<file path="config.mk">
export PLATFORM = sky130hd
export DESIGN_NAME = pm_event_unit
export DESIGN_NICKNAME = d
export VERILOG_FILES = /design/src/pm_event_pkg.sv /design/src/level_sampler.sv /design/src/pm_event_unit.sv
export SDC_FILE = /design/constraint.sdc
export NUM_CORES = 1
export LEC_CHECK = 0
export BUFFER_PORTS_ARGS = -buffer_cell sky130_fd_sc_hd__buf_2
export CELL_PAD_IN_SITES_DETAIL_PLACEMENT = 0
export CELL_PAD_IN_SITES_GLOBAL_PLACEMENT = 1
export CORE_ASPECT_RATIO = 0.8
export CORE_MARGIN = 2
export CORE_UTILIZATION = 38
export CTS_BUF_LIST = sky130_fd_sc_hd__clkbuf_4
export DETAILED_ROUTE_END_ITERATION = 12
export PLACE_DENSITY = 0.87
export RECOVER_POWER = 50
export SYNTH_ARGS = -nofsm -noshare
export SYNTH_HDL_FRONTEND = slang
export SYNTH_SLANG_ARGS = --single-unit
</file>
<file path="constraint.sdc">
create_clock -name clk_sys -period 2.2 [get_ports clk_sys]
set_input_delay 0.22 -clock clk_sys [delete_from_list [all_inputs] [get_ports clk_sys]]
set_output_delay 0.22 -clock clk_sys [all_outputs]
set_load 0.05 [all_outputs]
</file>
<file path="src/pm_event_pkg.sv">
// package: register map, field positions, timing and bus carriers for the pm event block
package pm_event_pkg;

  // clock and timing
  localparam int CLK_HZ = 25_000_000;
  localparam int TICK_SHORT_MS = 4;
  localparam int TICK_SHORT_CYCLES = (CLK_HZ / 1000) * TICK_SHORT_MS;
  localparam int TICK_LONG_MS = 8;
  localparam int TICK_LONG_PER_SHORT = TICK_LONG_MS / TICK_SHORT_MS;
  localparam logic [1:0] HIGH_SAMPLES_LAST = 2'h2;
  localparam logic [2:0] LOW_SAMPLES_LAST = 3'h3;

  // register indices; byte address is four times the index
  localparam logic [7:0] IDX_UNIT_CTRL = 8'h40;
  localparam logic [7:0] IDX_SUSPEND_CTRL = 8'h50;
  localparam logic [7:0] IDX_EVENT_STATUS = 8'h5C;
  localparam logic [7:0] IDX_EVENT_MASK = 8'h5D;
  localparam logic [7:0] IDX_PIN_MODE = 8'h61;
  localparam logic [7:0] IDX_EXT_CTRL = 8'hA1;

  // field positions
  localparam int POL_EXT_ONE_BIT = 1;
  localparam int POL_EXT_TWO_BIT = 2;
  localparam int SUSPEND_BIT = 0;
  localparam int EV_EXT_ONE_BIT = 1;
  localparam int EV_EXT_TWO_BIT = 2;
  localparam int EV_SEVEN_BIT = 7;
  localparam int PIN_MODE_LO = 4;
  localparam int OVERTEMP_EN_BIT = 2;
  localparam int LATCH_EN_BIT = 0;

  // reset values
  localparam logic [7:0] UNIT_CTRL_RST = 8'h00;
  localparam logic [7:0] EVENT_MASK_RST = 8'h86;
  localparam logic [1:0] PIN_MODE_RST = 2'h0;
  localparam logic [7:0] EVENT_STATUS_MASK = 8'h86;

  // axi responses
  localparam logic [1:0] RESP_OKAY = 2'h0;
  localparam logic [1:0] RESP_SLVERR = 2'h2;

  typedef enum logic [1:0] {
    PIN_EDGE,
    PIN_LEVEL,
    PIN_SAMPLE_SHORT,
    PIN_SAMPLE_LONG
  } pin_mode_e;

  typedef struct packed {
    logic [31:0] awaddr;
    logic awvalid;
    logic [31:0] wdata;
    logic [3:0] wstrb;
    logic wvalid;
    logic bready;
    logic [31:0] araddr;
    logic arvalid;
    logic rready;
  } axi_req_s;

  typedef struct packed {
    logic awready;
    logic wready;
    logic [1:0] bresp;
    logic bvalid;
    logic arready;
    logic [31:0] rdata;
    logic [1:0] rresp;
    logic rvalid;
  } axi_rsp_s;

  // word-aligned byte address to register index
  function automatic logic [7:0] addr_to_idx(input logic [31:0] addr);
    return addr[9:2];
  endfunction

  function automatic logic addr_mapped(input logic [31:0] addr);
    logic [7:0] idx;
    idx = addr[9:2];
    return (addr[31:10] == 22'h0) && (addr[1:0] == 2'h0) &&
      (idx == IDX_UNIT_CTRL || idx == IDX_SUSPEND_CTRL || idx == IDX_EVENT_STATUS ||
       idx == IDX_EVENT_MASK || idx == IDX_PIN_MODE || idx == IDX_EXT_CTRL);
  endfunction

endpackage

</file>
<file path="src/level_sampler.sv">
// level sampler: fires once after three high samples, re-arms after four low samples
module level_sampler
  import pm_event_pkg::*;
(
  // clock and reset
  input wire logic clk_sys,
  input wire logic srst,
  // sampling
  input wire logic enable,
  input wire logic tick,
  input wire logic level,
  // result
  output logic fire
);

  logic [1:0] high_cnt;
  logic [2:0] low_cnt;
  logic armed;

  // disabled sampler restarts armed so a mode switch never leaves it stuck
  always_ff @(posedge clk_sys) begin
    if (srst || !enable) begin
      high_cnt <= 2'h0;
      low_cnt <= 3'h0;
      armed <= 1'b1;
      fire <= 1'b0;
    end else begin
      fire <= 1'b0;
      if (tick) begin
        if (level) begin
          low_cnt <= 3'h0;
          if (armed) begin
            if (high_cnt == HIGH_SAMPLES_LAST) begin
              fire <= 1'b1;
              armed <= 1'b0;
              high_cnt <= 2'h0;
            end else begin
              high_cnt <= high_cnt + 2'h1;
            end
          end
        end else begin
          high_cnt <= 2'h0;
          if (!armed) begin
            if (low_cnt == LOW_SAMPLES_LAST) begin
              armed <= 1'b1;
              low_cnt <= 3'h0;
            end else begin
              low_cnt <= low_cnt + 3'h1;
            end
          end
        end
      end
    end
  end

endmodule // level_sampler

</file>
<file path="src/pm_event_unit.sv">
// power-management event unit: suspend/resume pin, external inputs, interrupt, axi4-lite regs
// Operation
// - mode 11 raises interrupt 16 to 24ms after high
// - suspended, mode 00 falling edge resumes, sets seven
// - writing 50h bit 0 enters suspend
// - writing 5Ch bit 7 clears event seven
// - A1h bit 2 lets input two force cool-down
// - forcing works without thermal feature enabled
// - input two polarity from 40h bit 2
// - overtemp enable sticks until hardware reset
// - A1h bit 0 latches input one, two events
// - latched status holds, write one clears
// - latch disabled keeps live legacy status
// - mode 00 falling edge sets sticky seven
// - mode 01 event seven follows low pin
// - mode 10 three highs fire, four lows re-arm
// - mode 11 same with 8ms tick
module pm_event_unit
  import pm_event_pkg::*;
#(
  parameter int TICK_CYCLES = TICK_SHORT_CYCLES
)
(
  // clock and reset
  input wire logic clk_sys,
  input wire logic srst,
  // register bus
  input wire axi_req_s axi_req,
  output axi_rsp_s axi_rsp,
  // pins
  input wire logic suspend_resume_pin,
  input wire logic ext_pm_input_one,
  input wire logic ext_pm_input_two,
  // system side
  output logic system_mgmt_interrupt_n,
  output logic suspended,
  output logic cool_down_force
);

  // registers
  logic [7:0] unit_ctrl;
  logic [7:0] event_mask;
  logic [1:0] pin_mode;
  logic overtemp_en;
  logic latch_en;
  logic ev_seven_sticky;
  logic [2:1] ext_sticky;

  // bus state
  logic aw_got;
  logic w_got;
  logic [31:0] aw_addr;
  logic [7:0] w_byte;
  logic w_lane;

  // tick generation
  logic [$clog2(TICK_CYCLES)-1:0] tick_cnt;
  logic tick_short;
  logic tick_phase;
  logic tick_long;
  logic sample_tick;

  // pin logic
  logic pin_prev;
  logic pin_fall;
  logic sampler_fire;
  logic pin_event;
  logic ext_one_act;
  logic ext_two_act;

  // derived
  logic wr_en;
  logic [7:0] wr_idx;
  logic [7:0] wr_data;
  logic [7:0] status_view;
  logic [7:0] next_rdata;
  pin_mode_e mode;

  assign mode = pin_mode_e'(pin_mode);
  assign wr_en = aw_got && w_got && !axi_rsp.bvalid && w_lane && addr_mapped(aw_addr);
  assign wr_idx = addr_to_idx(aw_addr);
  assign wr_data = w_byte;

  // ---------------- axi4-lite slave ----------------
  always_ff @(posedge clk_sys) begin
    if (srst) begin
      aw_got <= 1'b0;
      w_got <= 1'b0;
      aw_addr <= 32'h0000_0000;
      w_byte <= 8'h00;
      w_lane <= 1'b0;
      axi_rsp.awready <= 1'b0;
      axi_rsp.wready <= 1'b0;
      axi_rsp.bvalid <= 1'b0;
      axi_rsp.bresp <= RESP_OKAY;
    end else begin
      axi_rsp.awready <= !aw_got && !(axi_req.awvalid && axi_rsp.awready);
      axi_rsp.wready <= !w_got && !(axi_req.wvalid && axi_rsp.wready);
      if (axi_req.awvalid && axi_rsp.awready) begin
        aw_got <= 1'b1;
        aw_addr <= axi_req.awaddr;
      end
      if (axi_req.wvalid && axi_rsp.wready) begin
        w_got <= 1'b1;
        w_byte <= axi_req.wdata[7:0];
        w_lane <= axi_req.wstrb[0];
      end
      if (aw_got && w_got && !axi_rsp.bvalid) begin
        axi_rsp.bvalid <= 1'b1;
        axi_rsp.bresp <= addr_mapped(aw_addr) ? RESP_OKAY : RESP_SLVERR;
      end
      if (axi_rsp.bvalid && axi_req.bready) begin
        axi_rsp.bvalid <= 1'b0;
        aw_got <= 1'b0;
        w_got <= 1'b0;
        axi_rsp.awready <= 1'b1;
        axi_rsp.wready <= 1'b1;
      end
    end
  end

  // read data mux; narrow registers sit in the low byte
  always_comb begin
    next_rdata = 8'h00;
    unique case (addr_to_idx(axi_req.araddr))
      IDX_UNIT_CTRL: next_rdata = unit_ctrl;
      IDX_SUSPEND_CTRL: next_rdata = {7'h00, suspended};
      IDX_EVENT_STATUS: next_rdata = status_view;
      IDX_EVENT_MASK: next_rdata = event_mask;
      IDX_PIN_MODE: next_rdata = {2'h0, pin_mode, 4'h0};
      IDX_EXT_CTRL: next_rdata = {5'h00, overtemp_en, 1'b0, latch_en};
      default: next_rdata = 8'h00;
    endcase
  end

  always_ff @(posedge clk_sys) begin
    if (srst) begin
      axi_rsp.arready <= 1'b0;
      axi_rsp.rvalid <= 1'b0;
      axi_rsp.rdata <= 32'h0000_0000;
      axi_rsp.rresp <= RESP_OKAY;
    end else begin
      axi_rsp.arready <= !axi_rsp.rvalid && !(axi_req.arvalid && axi_rsp.arready);
      if (axi_req.arvalid && axi_rsp.arready) begin
        axi_rsp.rvalid <= 1'b1;
        axi_rsp.rdata <= addr_mapped(axi_req.araddr) ? {24'h000000, next_rdata} : 32'h0000_0000;
        axi_rsp.rresp <= addr_mapped(axi_req.araddr) ? RESP_OKAY : RESP_SLVERR;
      end
      if (axi_rsp.rvalid && axi_req.rready) begin
        axi_rsp.rvalid <= 1'b0;
        axi_rsp.arready <= 1'b1;
      end
    end
  end

  // ---------------- plain control registers ----------------
  always_ff @(posedge clk_sys) begin
    if (srst) begin
      unit_ctrl <= UNIT_CTRL_RST;
      event_mask <= EVENT_MASK_RST;
      pin_mode <= PIN_MODE_RST;
      latch_en <= 1'b0;
    end else if (wr_en) begin
      if (wr_idx == IDX_UNIT_CTRL) begin
        unit_ctrl <= wr_data;
      end
      if (wr_idx == IDX_EVENT_MASK) begin
        event_mask <= wr_data & EVENT_STATUS_MASK;
      end
      if (wr_idx == IDX_PIN_MODE) begin
        pin_mode <= wr_data[PIN_MODE_LO +: 2];
      end
      if (wr_idx == IDX_EXT_CTRL) begin
        latch_en <= wr_data[LATCH_EN_BIT];
      end
    end
  end

  // only srst clears the emergency enable; zero writes are ignored
  always_ff @(posedge clk_sys) begin
    if (srst) begin
      overtemp_en <= 1'b0;
    end else if (wr_en && wr_idx == IDX_EXT_CTRL && wr_data[OVERTEMP_EN_BIT]) begin
      overtemp_en <= 1'b1;
    end
  end

  // ---------------- sampling ticks ----------------
  always_ff @(posedge clk_sys) begin
    if (srst) begin
      tick_cnt <= '0;
      tick_short <= 1'b0;
      tick_phase <= 1'b0;
    end else begin
      tick_short <= 1'b0;
      if (tick_cnt == ($clog2(TICK_CYCLES))'(TICK_CYCLES - 1)) begin
        tick_cnt <= '0;
        tick_short <= 1'b1;
      end else begin
        tick_cnt <= tick_cnt + 1'b1;
      end
      if (tick_short) begin
        tick_phase <= !tick_phase;
      end
    end
  end

  // long tick is every second short tick
  assign tick_long = tick_short && tick_phase == 1'(TICK_LONG_PER_SHORT - 1);
  assign sample_tick = (mode == PIN_SAMPLE_LONG) ? tick_long : tick_short;

  level_sampler sampler (
    .clk_sys(clk_sys),
    .srst(srst),
    .enable(mode == PIN_SAMPLE_SHORT || mode == PIN_SAMPLE_LONG),
    .tick(sample_tick),
    .level(suspend_resume_pin),
    .fire(sampler_fire)
  );

  // ---------------- suspend/resume pin ----------------
  always_ff @(posedge clk_sys) begin
    if (srst) begin
      pin_prev <= 1'b0;
    end else begin
      pin_prev <= suspend_resume_pin;
    end
  end

  assign pin_fall = pin_prev && !suspend_resume_pin;

  always_comb begin
    pin_event = 1'b0;
    unique case (mode)
      PIN_EDGE: pin_event = pin_fall;
      PIN_LEVEL: pin_event = !suspend_resume_pin;
      PIN_SAMPLE_SHORT: pin_event = sampler_fire;
      PIN_SAMPLE_LONG: pin_event = sampler_fire;
    endcase
  end

  // set wins over a same-cycle clear; level mode keeps no latch
  always_ff @(posedge clk_sys) begin
    if (srst) begin
      ev_seven_sticky <= 1'b0;
    end else if (mode == PIN_LEVEL) begin
      ev_seven_sticky <= 1'b0;
    end else if (pin_event) begin
      ev_seven_sticky <= 1'b1;
    end else if (wr_en && wr_idx == IDX_EVENT_STATUS && wr_data[EV_SEVEN_BIT]) begin
      ev_seven_sticky <= 1'b0;
    end
  end

  // resume on the pin's event while suspended; software's write enters suspend
  always_ff @(posedge clk_sys) begin
    if (srst) begin
      suspended <= 1'b0;
    end else if (suspended && pin_event) begin
      suspended <= 1'b0;
    end else if (wr_en && wr_idx == IDX_SUSPEND_CTRL && wr_data[SUSPEND_BIT]) begin
      suspended <= 1'b1;
    end
  end

  // ---------------- external inputs ----------------
  assign ext_one_act = ext_pm_input_one ^ unit_ctrl[POL_EXT_ONE_BIT];
  assign ext_two_act = ext_pm_input_two ^ unit_ctrl[POL_EXT_TWO_BIT];

  always_ff @(posedge clk_sys) begin
    if (srst) begin
      ext_sticky <= 2'h0;
    end else if (!latch_en) begin
      ext_sticky <= 2'h0;
    end else begin
      for (int i = EV_EXT_ONE_BIT; i <= EV_EXT_TWO_BIT; i++) begin
        if (i == EV_EXT_ONE_BIT ? ext_one_act : ext_two_act) begin
          ext_sticky[i] <= 1'b1;
        end else if (wr_en && wr_idx == IDX_EVENT_STATUS && wr_data[i]) begin
          ext_sticky[i] <= 1'b0;
        end
      end
    end
  end

  // status word: event seven live in level mode, inputs live when unlatched
  always_comb begin
    status_view = 8'h00;
    status_view[EV_SEVEN_BIT] = (mode == PIN_LEVEL) ? !suspend_resume_pin : ev_seven_sticky;
    status_view[EV_EXT_ONE_BIT] = latch_en ? ext_sticky[EV_EXT_ONE_BIT] : ext_one_act;
    status_view[EV_EXT_TWO_BIT] = latch_en ? ext_sticky[EV_EXT_TWO_BIT] : ext_two_act;
  end

  // ---------------- outputs ----------------
  // forcing ignores any thermal feature enable; only the emergency bit gates it
  always_ff @(posedge clk_sys) begin
    if (srst) begin
      cool_down_force <= 1'b0;
      system_mgmt_interrupt_n <= 1'b1;
    end else begin
      cool_down_force <= overtemp_en && ext_two_act;
      system_mgmt_interrupt_n <= !(|(status_view & event_mask));
    end
  end

endmodule // pm_event_unit

</file>
==> summary.txt <==
Worst setup path
  – Slowest-stage cell, CP: nor4_1
  – Crit path from: aw_addr[12]
  – Worst EP arrival: 2.33 ns
  – FF-to-FF Start: aw_addr[12]
  – Critical path class: register to register
  – Crit. End Element: register
  – Setup crit start kind: register
  – CP cell instances: nor4_1, nand4_1, buf_4, nor4_2, mux2i_1
  – Critical Path RT: 2.60 ns
  – Critical-path maximum fanout: 18
  – Slowest Stage Delay on Critical Path: 0.46 ns

Timing
  – Max Slew Vio Count: 0
  – Maximum clock frequency: 520 MHz
  – Period minus WS final: 1.92 ns
  – RSZ-0062 raised after global routing: no
  – Final setup fails: 0
  – Final cycle utilization of the critical path: 87.5%
  – Pin slew with the least headroom to its limit: 1.26 ns
  – Worst hold margin: 0.0857 ns
  – Hold Fails Final Rpt: 0
  – Fin Clk Skew: 0.0146 ns
  – Setup TNS: 0 ns
  – Max-slew headroom: 16.2%

Synth
  – Top-area cell type share of the netlist area: 44.0%
  – Synth Cell Area: 0.00483 mm^2
  – Ranking of synthesized cells by area: dfxtp_1 (44%), nand2_1 (8.5%), a21oi_1 (6.7%), buf_4 (4.0%), nor2_1 (2.8%)
  – Synth Area in Compound Gates: 15.9%
  – Syn Inst Count: 576
  – Register area share after synthesis: 44.0%
  – XOR/XNOR Fraction of Synth Area: 2.72%
  – Mux contribution to synthesized area: 1.68%
  – Main combinational cell family by area after synthesis: simple AND/OR/NAND/NOR gates
  – Post-Synth Adder-Cell Area: 0.518%
  – Mapped Avg Cell Area: 8.38 um^2
  – Number of synthesized flops with an enable pin: 0
  – Post-synth ARST share: 0%
  – Dominant synthesized flop cell: dfxtp_1
  – Synth Area in Simple Gates: 27.8%
  – Yosys synthesis warning count: 0
  – Post-synth top area cell: dfxtp_1
  – Yosys cell types: 63
  – Post-synthesis register bit count: 106

Global routing
  – Overall Global Routing Usage: 17.4%
  – Largest net degree at the start of global routing: 53
  – Gr ovfl total: 0
  – Initial antenna violation count: 0
  – First-pass GRT wire length: 19.3 mm
  – Vias in the first global route: 4150

Placed design
  – Number of port buffers: 100
  – GPL Wtd Cong: 0.844
  – DP HPWL: 8.41 mm
  – Cells after DPL: 824

Routing
  – DRT iter0 DRCs: 182
  – WL/cell: 13.5 um
  – DR vias: 4493
  – Final WL: 11.9 mm
  – TritonRoute pass-1 iters: 4
  – Vias per cell: 5.09
  – Post-DRT Antenna Nets: 0
  – Drc violations: 0

Clocking
  – Root buffer cell: clkbuf_4
  – Clock Latency Late Sink: 0.46 ns
  – H-tree depth: 3
  – PostCTS Resize Cnt: 0
  – Clk sink count: 106
  – Post-CTS Repair Setup Buffers: 0
  – Clock-pin slew on the worst setup and hold paths: 0.16 ns
  – Cts bufs inserted: 9
  – CTS tree: yes
  – CTS Buffer Depth: 2

Job
  – Max-Cap Viols: 0

Layout
  – Share of layout cells above drive strength 1: 17.7%
  – Fin cells: 882
  – Layout Nets: 819
  – Area Overhead vs Synth: 22.8%
  – Fillers: 1191
  – Antenna Diode Count: 0

Floorplanning
  – Initial Utilization: 39.3%
  – Die H: 105 um
  – Die area: 0.0136 mm^2
  – Top-Level Pins: 154
  – Core Area: 0.0123 mm^2
  – Row cnt: 36
  – Die X: 130 um

Min path
  – Hold WC Path Type: input pin to register
  – Hold_sp: suspend_resume_pin

Power
  – Peak supply drop: 0.269 mV
  – Power per cell area: 596 mW/mm^2
  – Total power: 3.53 mW
  – Leakage: 2.24 nW

Run status
  – Status: completed
## metrics by stage
step                utilization (%)  area [um^2]  setup WS, ns
finish                         48.2         5930         0.275
global route                   48.2         5930        0.0677
CTS                            48.4         5950         0.275
detailed placement             43.8         5390         0.298
global placement               43.8         5390         0.346
floorplan                         -         4920         0.320
## registers in the layout (all words and copies together), names as in the netlist, 3 cells and up
| name | count |
|---|---|
| w_byte | 8 |
| sampler.low_cnt | 3 |
| aw_addr | 32 |
| tick_cnt | 17 |
| axi_rsp | 15 |
| event_mask | 3 |
| unit_ctrl | 8 |
## path summary, 6_finish.rpt
check,to,slack (ns),cells past startpoint
setup reg to reg,event_mask[2],0.28,5
hold reg to reg,tick_cnt[0],0.45,1
hold / removal,pin_prev,0.09,2
setup / recovery,event_mask[2],0.28,5
## placed cells by master (no fill, tap or decap), drive strengths merged, types with 5 or more instances in the layout
cell type,netlist,routed
nand2,110,110
dfxtp,106,106
buf,36,99
a21oi,65,65
dlygate4sd3,0,43
nor2,36,36
conb,1,26
clkbuf,21,20
nand4,16,16
nor4,14,14
nand3,12,12
inv,11,11
nor3,11,11
xor2,10,10
o21ai,10,10
o31ai,8,8
nor2b,7,7
mux2i,7,7
and3,6,6
a211oi,6,6
and2,5,5
and4,5,5
xnor2,5,5
nor4b,5,5
or3,5,5
or4,5,5
## power by group
| group | internal (mW) | total (mW) | switching (mW) |
|---|---|---|---|
| Clock | 0.350 | 0.974 | 0.624 |
| Sequential | 1.98 | 2.01 | 0.0366 |
| Combinational | 0.193 | 0.548 | 0.355 |
## area by class of cell
cell class / count / area (um^2) / area share (%)
tap: 171 / 214 / 3.61
inverter: 11 / 41.3 / 0.696
clock buffer: 10 / 75.1 / 1.27
sequential: 106 / 2120 / 35.8
timing repair buffer: 152 / 985 / 16.6
clock inverter: 5 / 56.3 / 0.950
multi-input combinational: 427 / 2440 / 41.1
## Yosys cell counts, types with 4 or more instances
cell	count
nand3_1	12
nor4b_1	5
or4b_1	4
buf_4	26
clkbuf_1	21
a21oi_1	65
or3_1	5
nor3_1	10
nand2_1	109
inv_1	11
nor4_1	10
o31ai_1	7
nor2_1	36
nand4_1	16
dfxtp_1	106
xor2_1	10
and2_1	5
buf_1	8
nand3b_1	4
xnor2_1	5
and3_1	6
a31oi_1	4
and4_1	5
mux2i_1	7
nor2b_1	7
a211oi_1	5
o21ai_0	9
## per-layer routing
layer	global-route usage [%]	vias to the layer above	wire length (um)	share of wire, %
met5	0	-	0	0
met4	5.45	0	187	1.6
met3	3.89	17	676	5.7
met2	27.3	140	5230	44
met1	23.9	2077	5790	49
li1	-	2259	-	-
## critical path, delay by kind of cell (launching register included)
kind	cells	cell delay, ns
buffers and inverters	1	0.23
flip-flops	1	0.34
multiplexers	1	0.23
AND/OR/NAND/NOR	3	1.07
## what timing repair did
| action | CTS | global route |
|---|---|---|
| hold endpoints to repair | 44 | 0 |
| hold buffers | 43 | 0 |
| endpoints found under the setup margin | 0 | 0 |
## cell families after synthesis
group / Yosys count
buffers and inverters: 68
and+or+nand+nor: 257
other: 1
muxes: 8
AOI/OAI and AO/OA: 119
DFF: 106
xor gates and xnor gates: 15
adders and majority gates: 2
(Power assumes the default switching activity.)
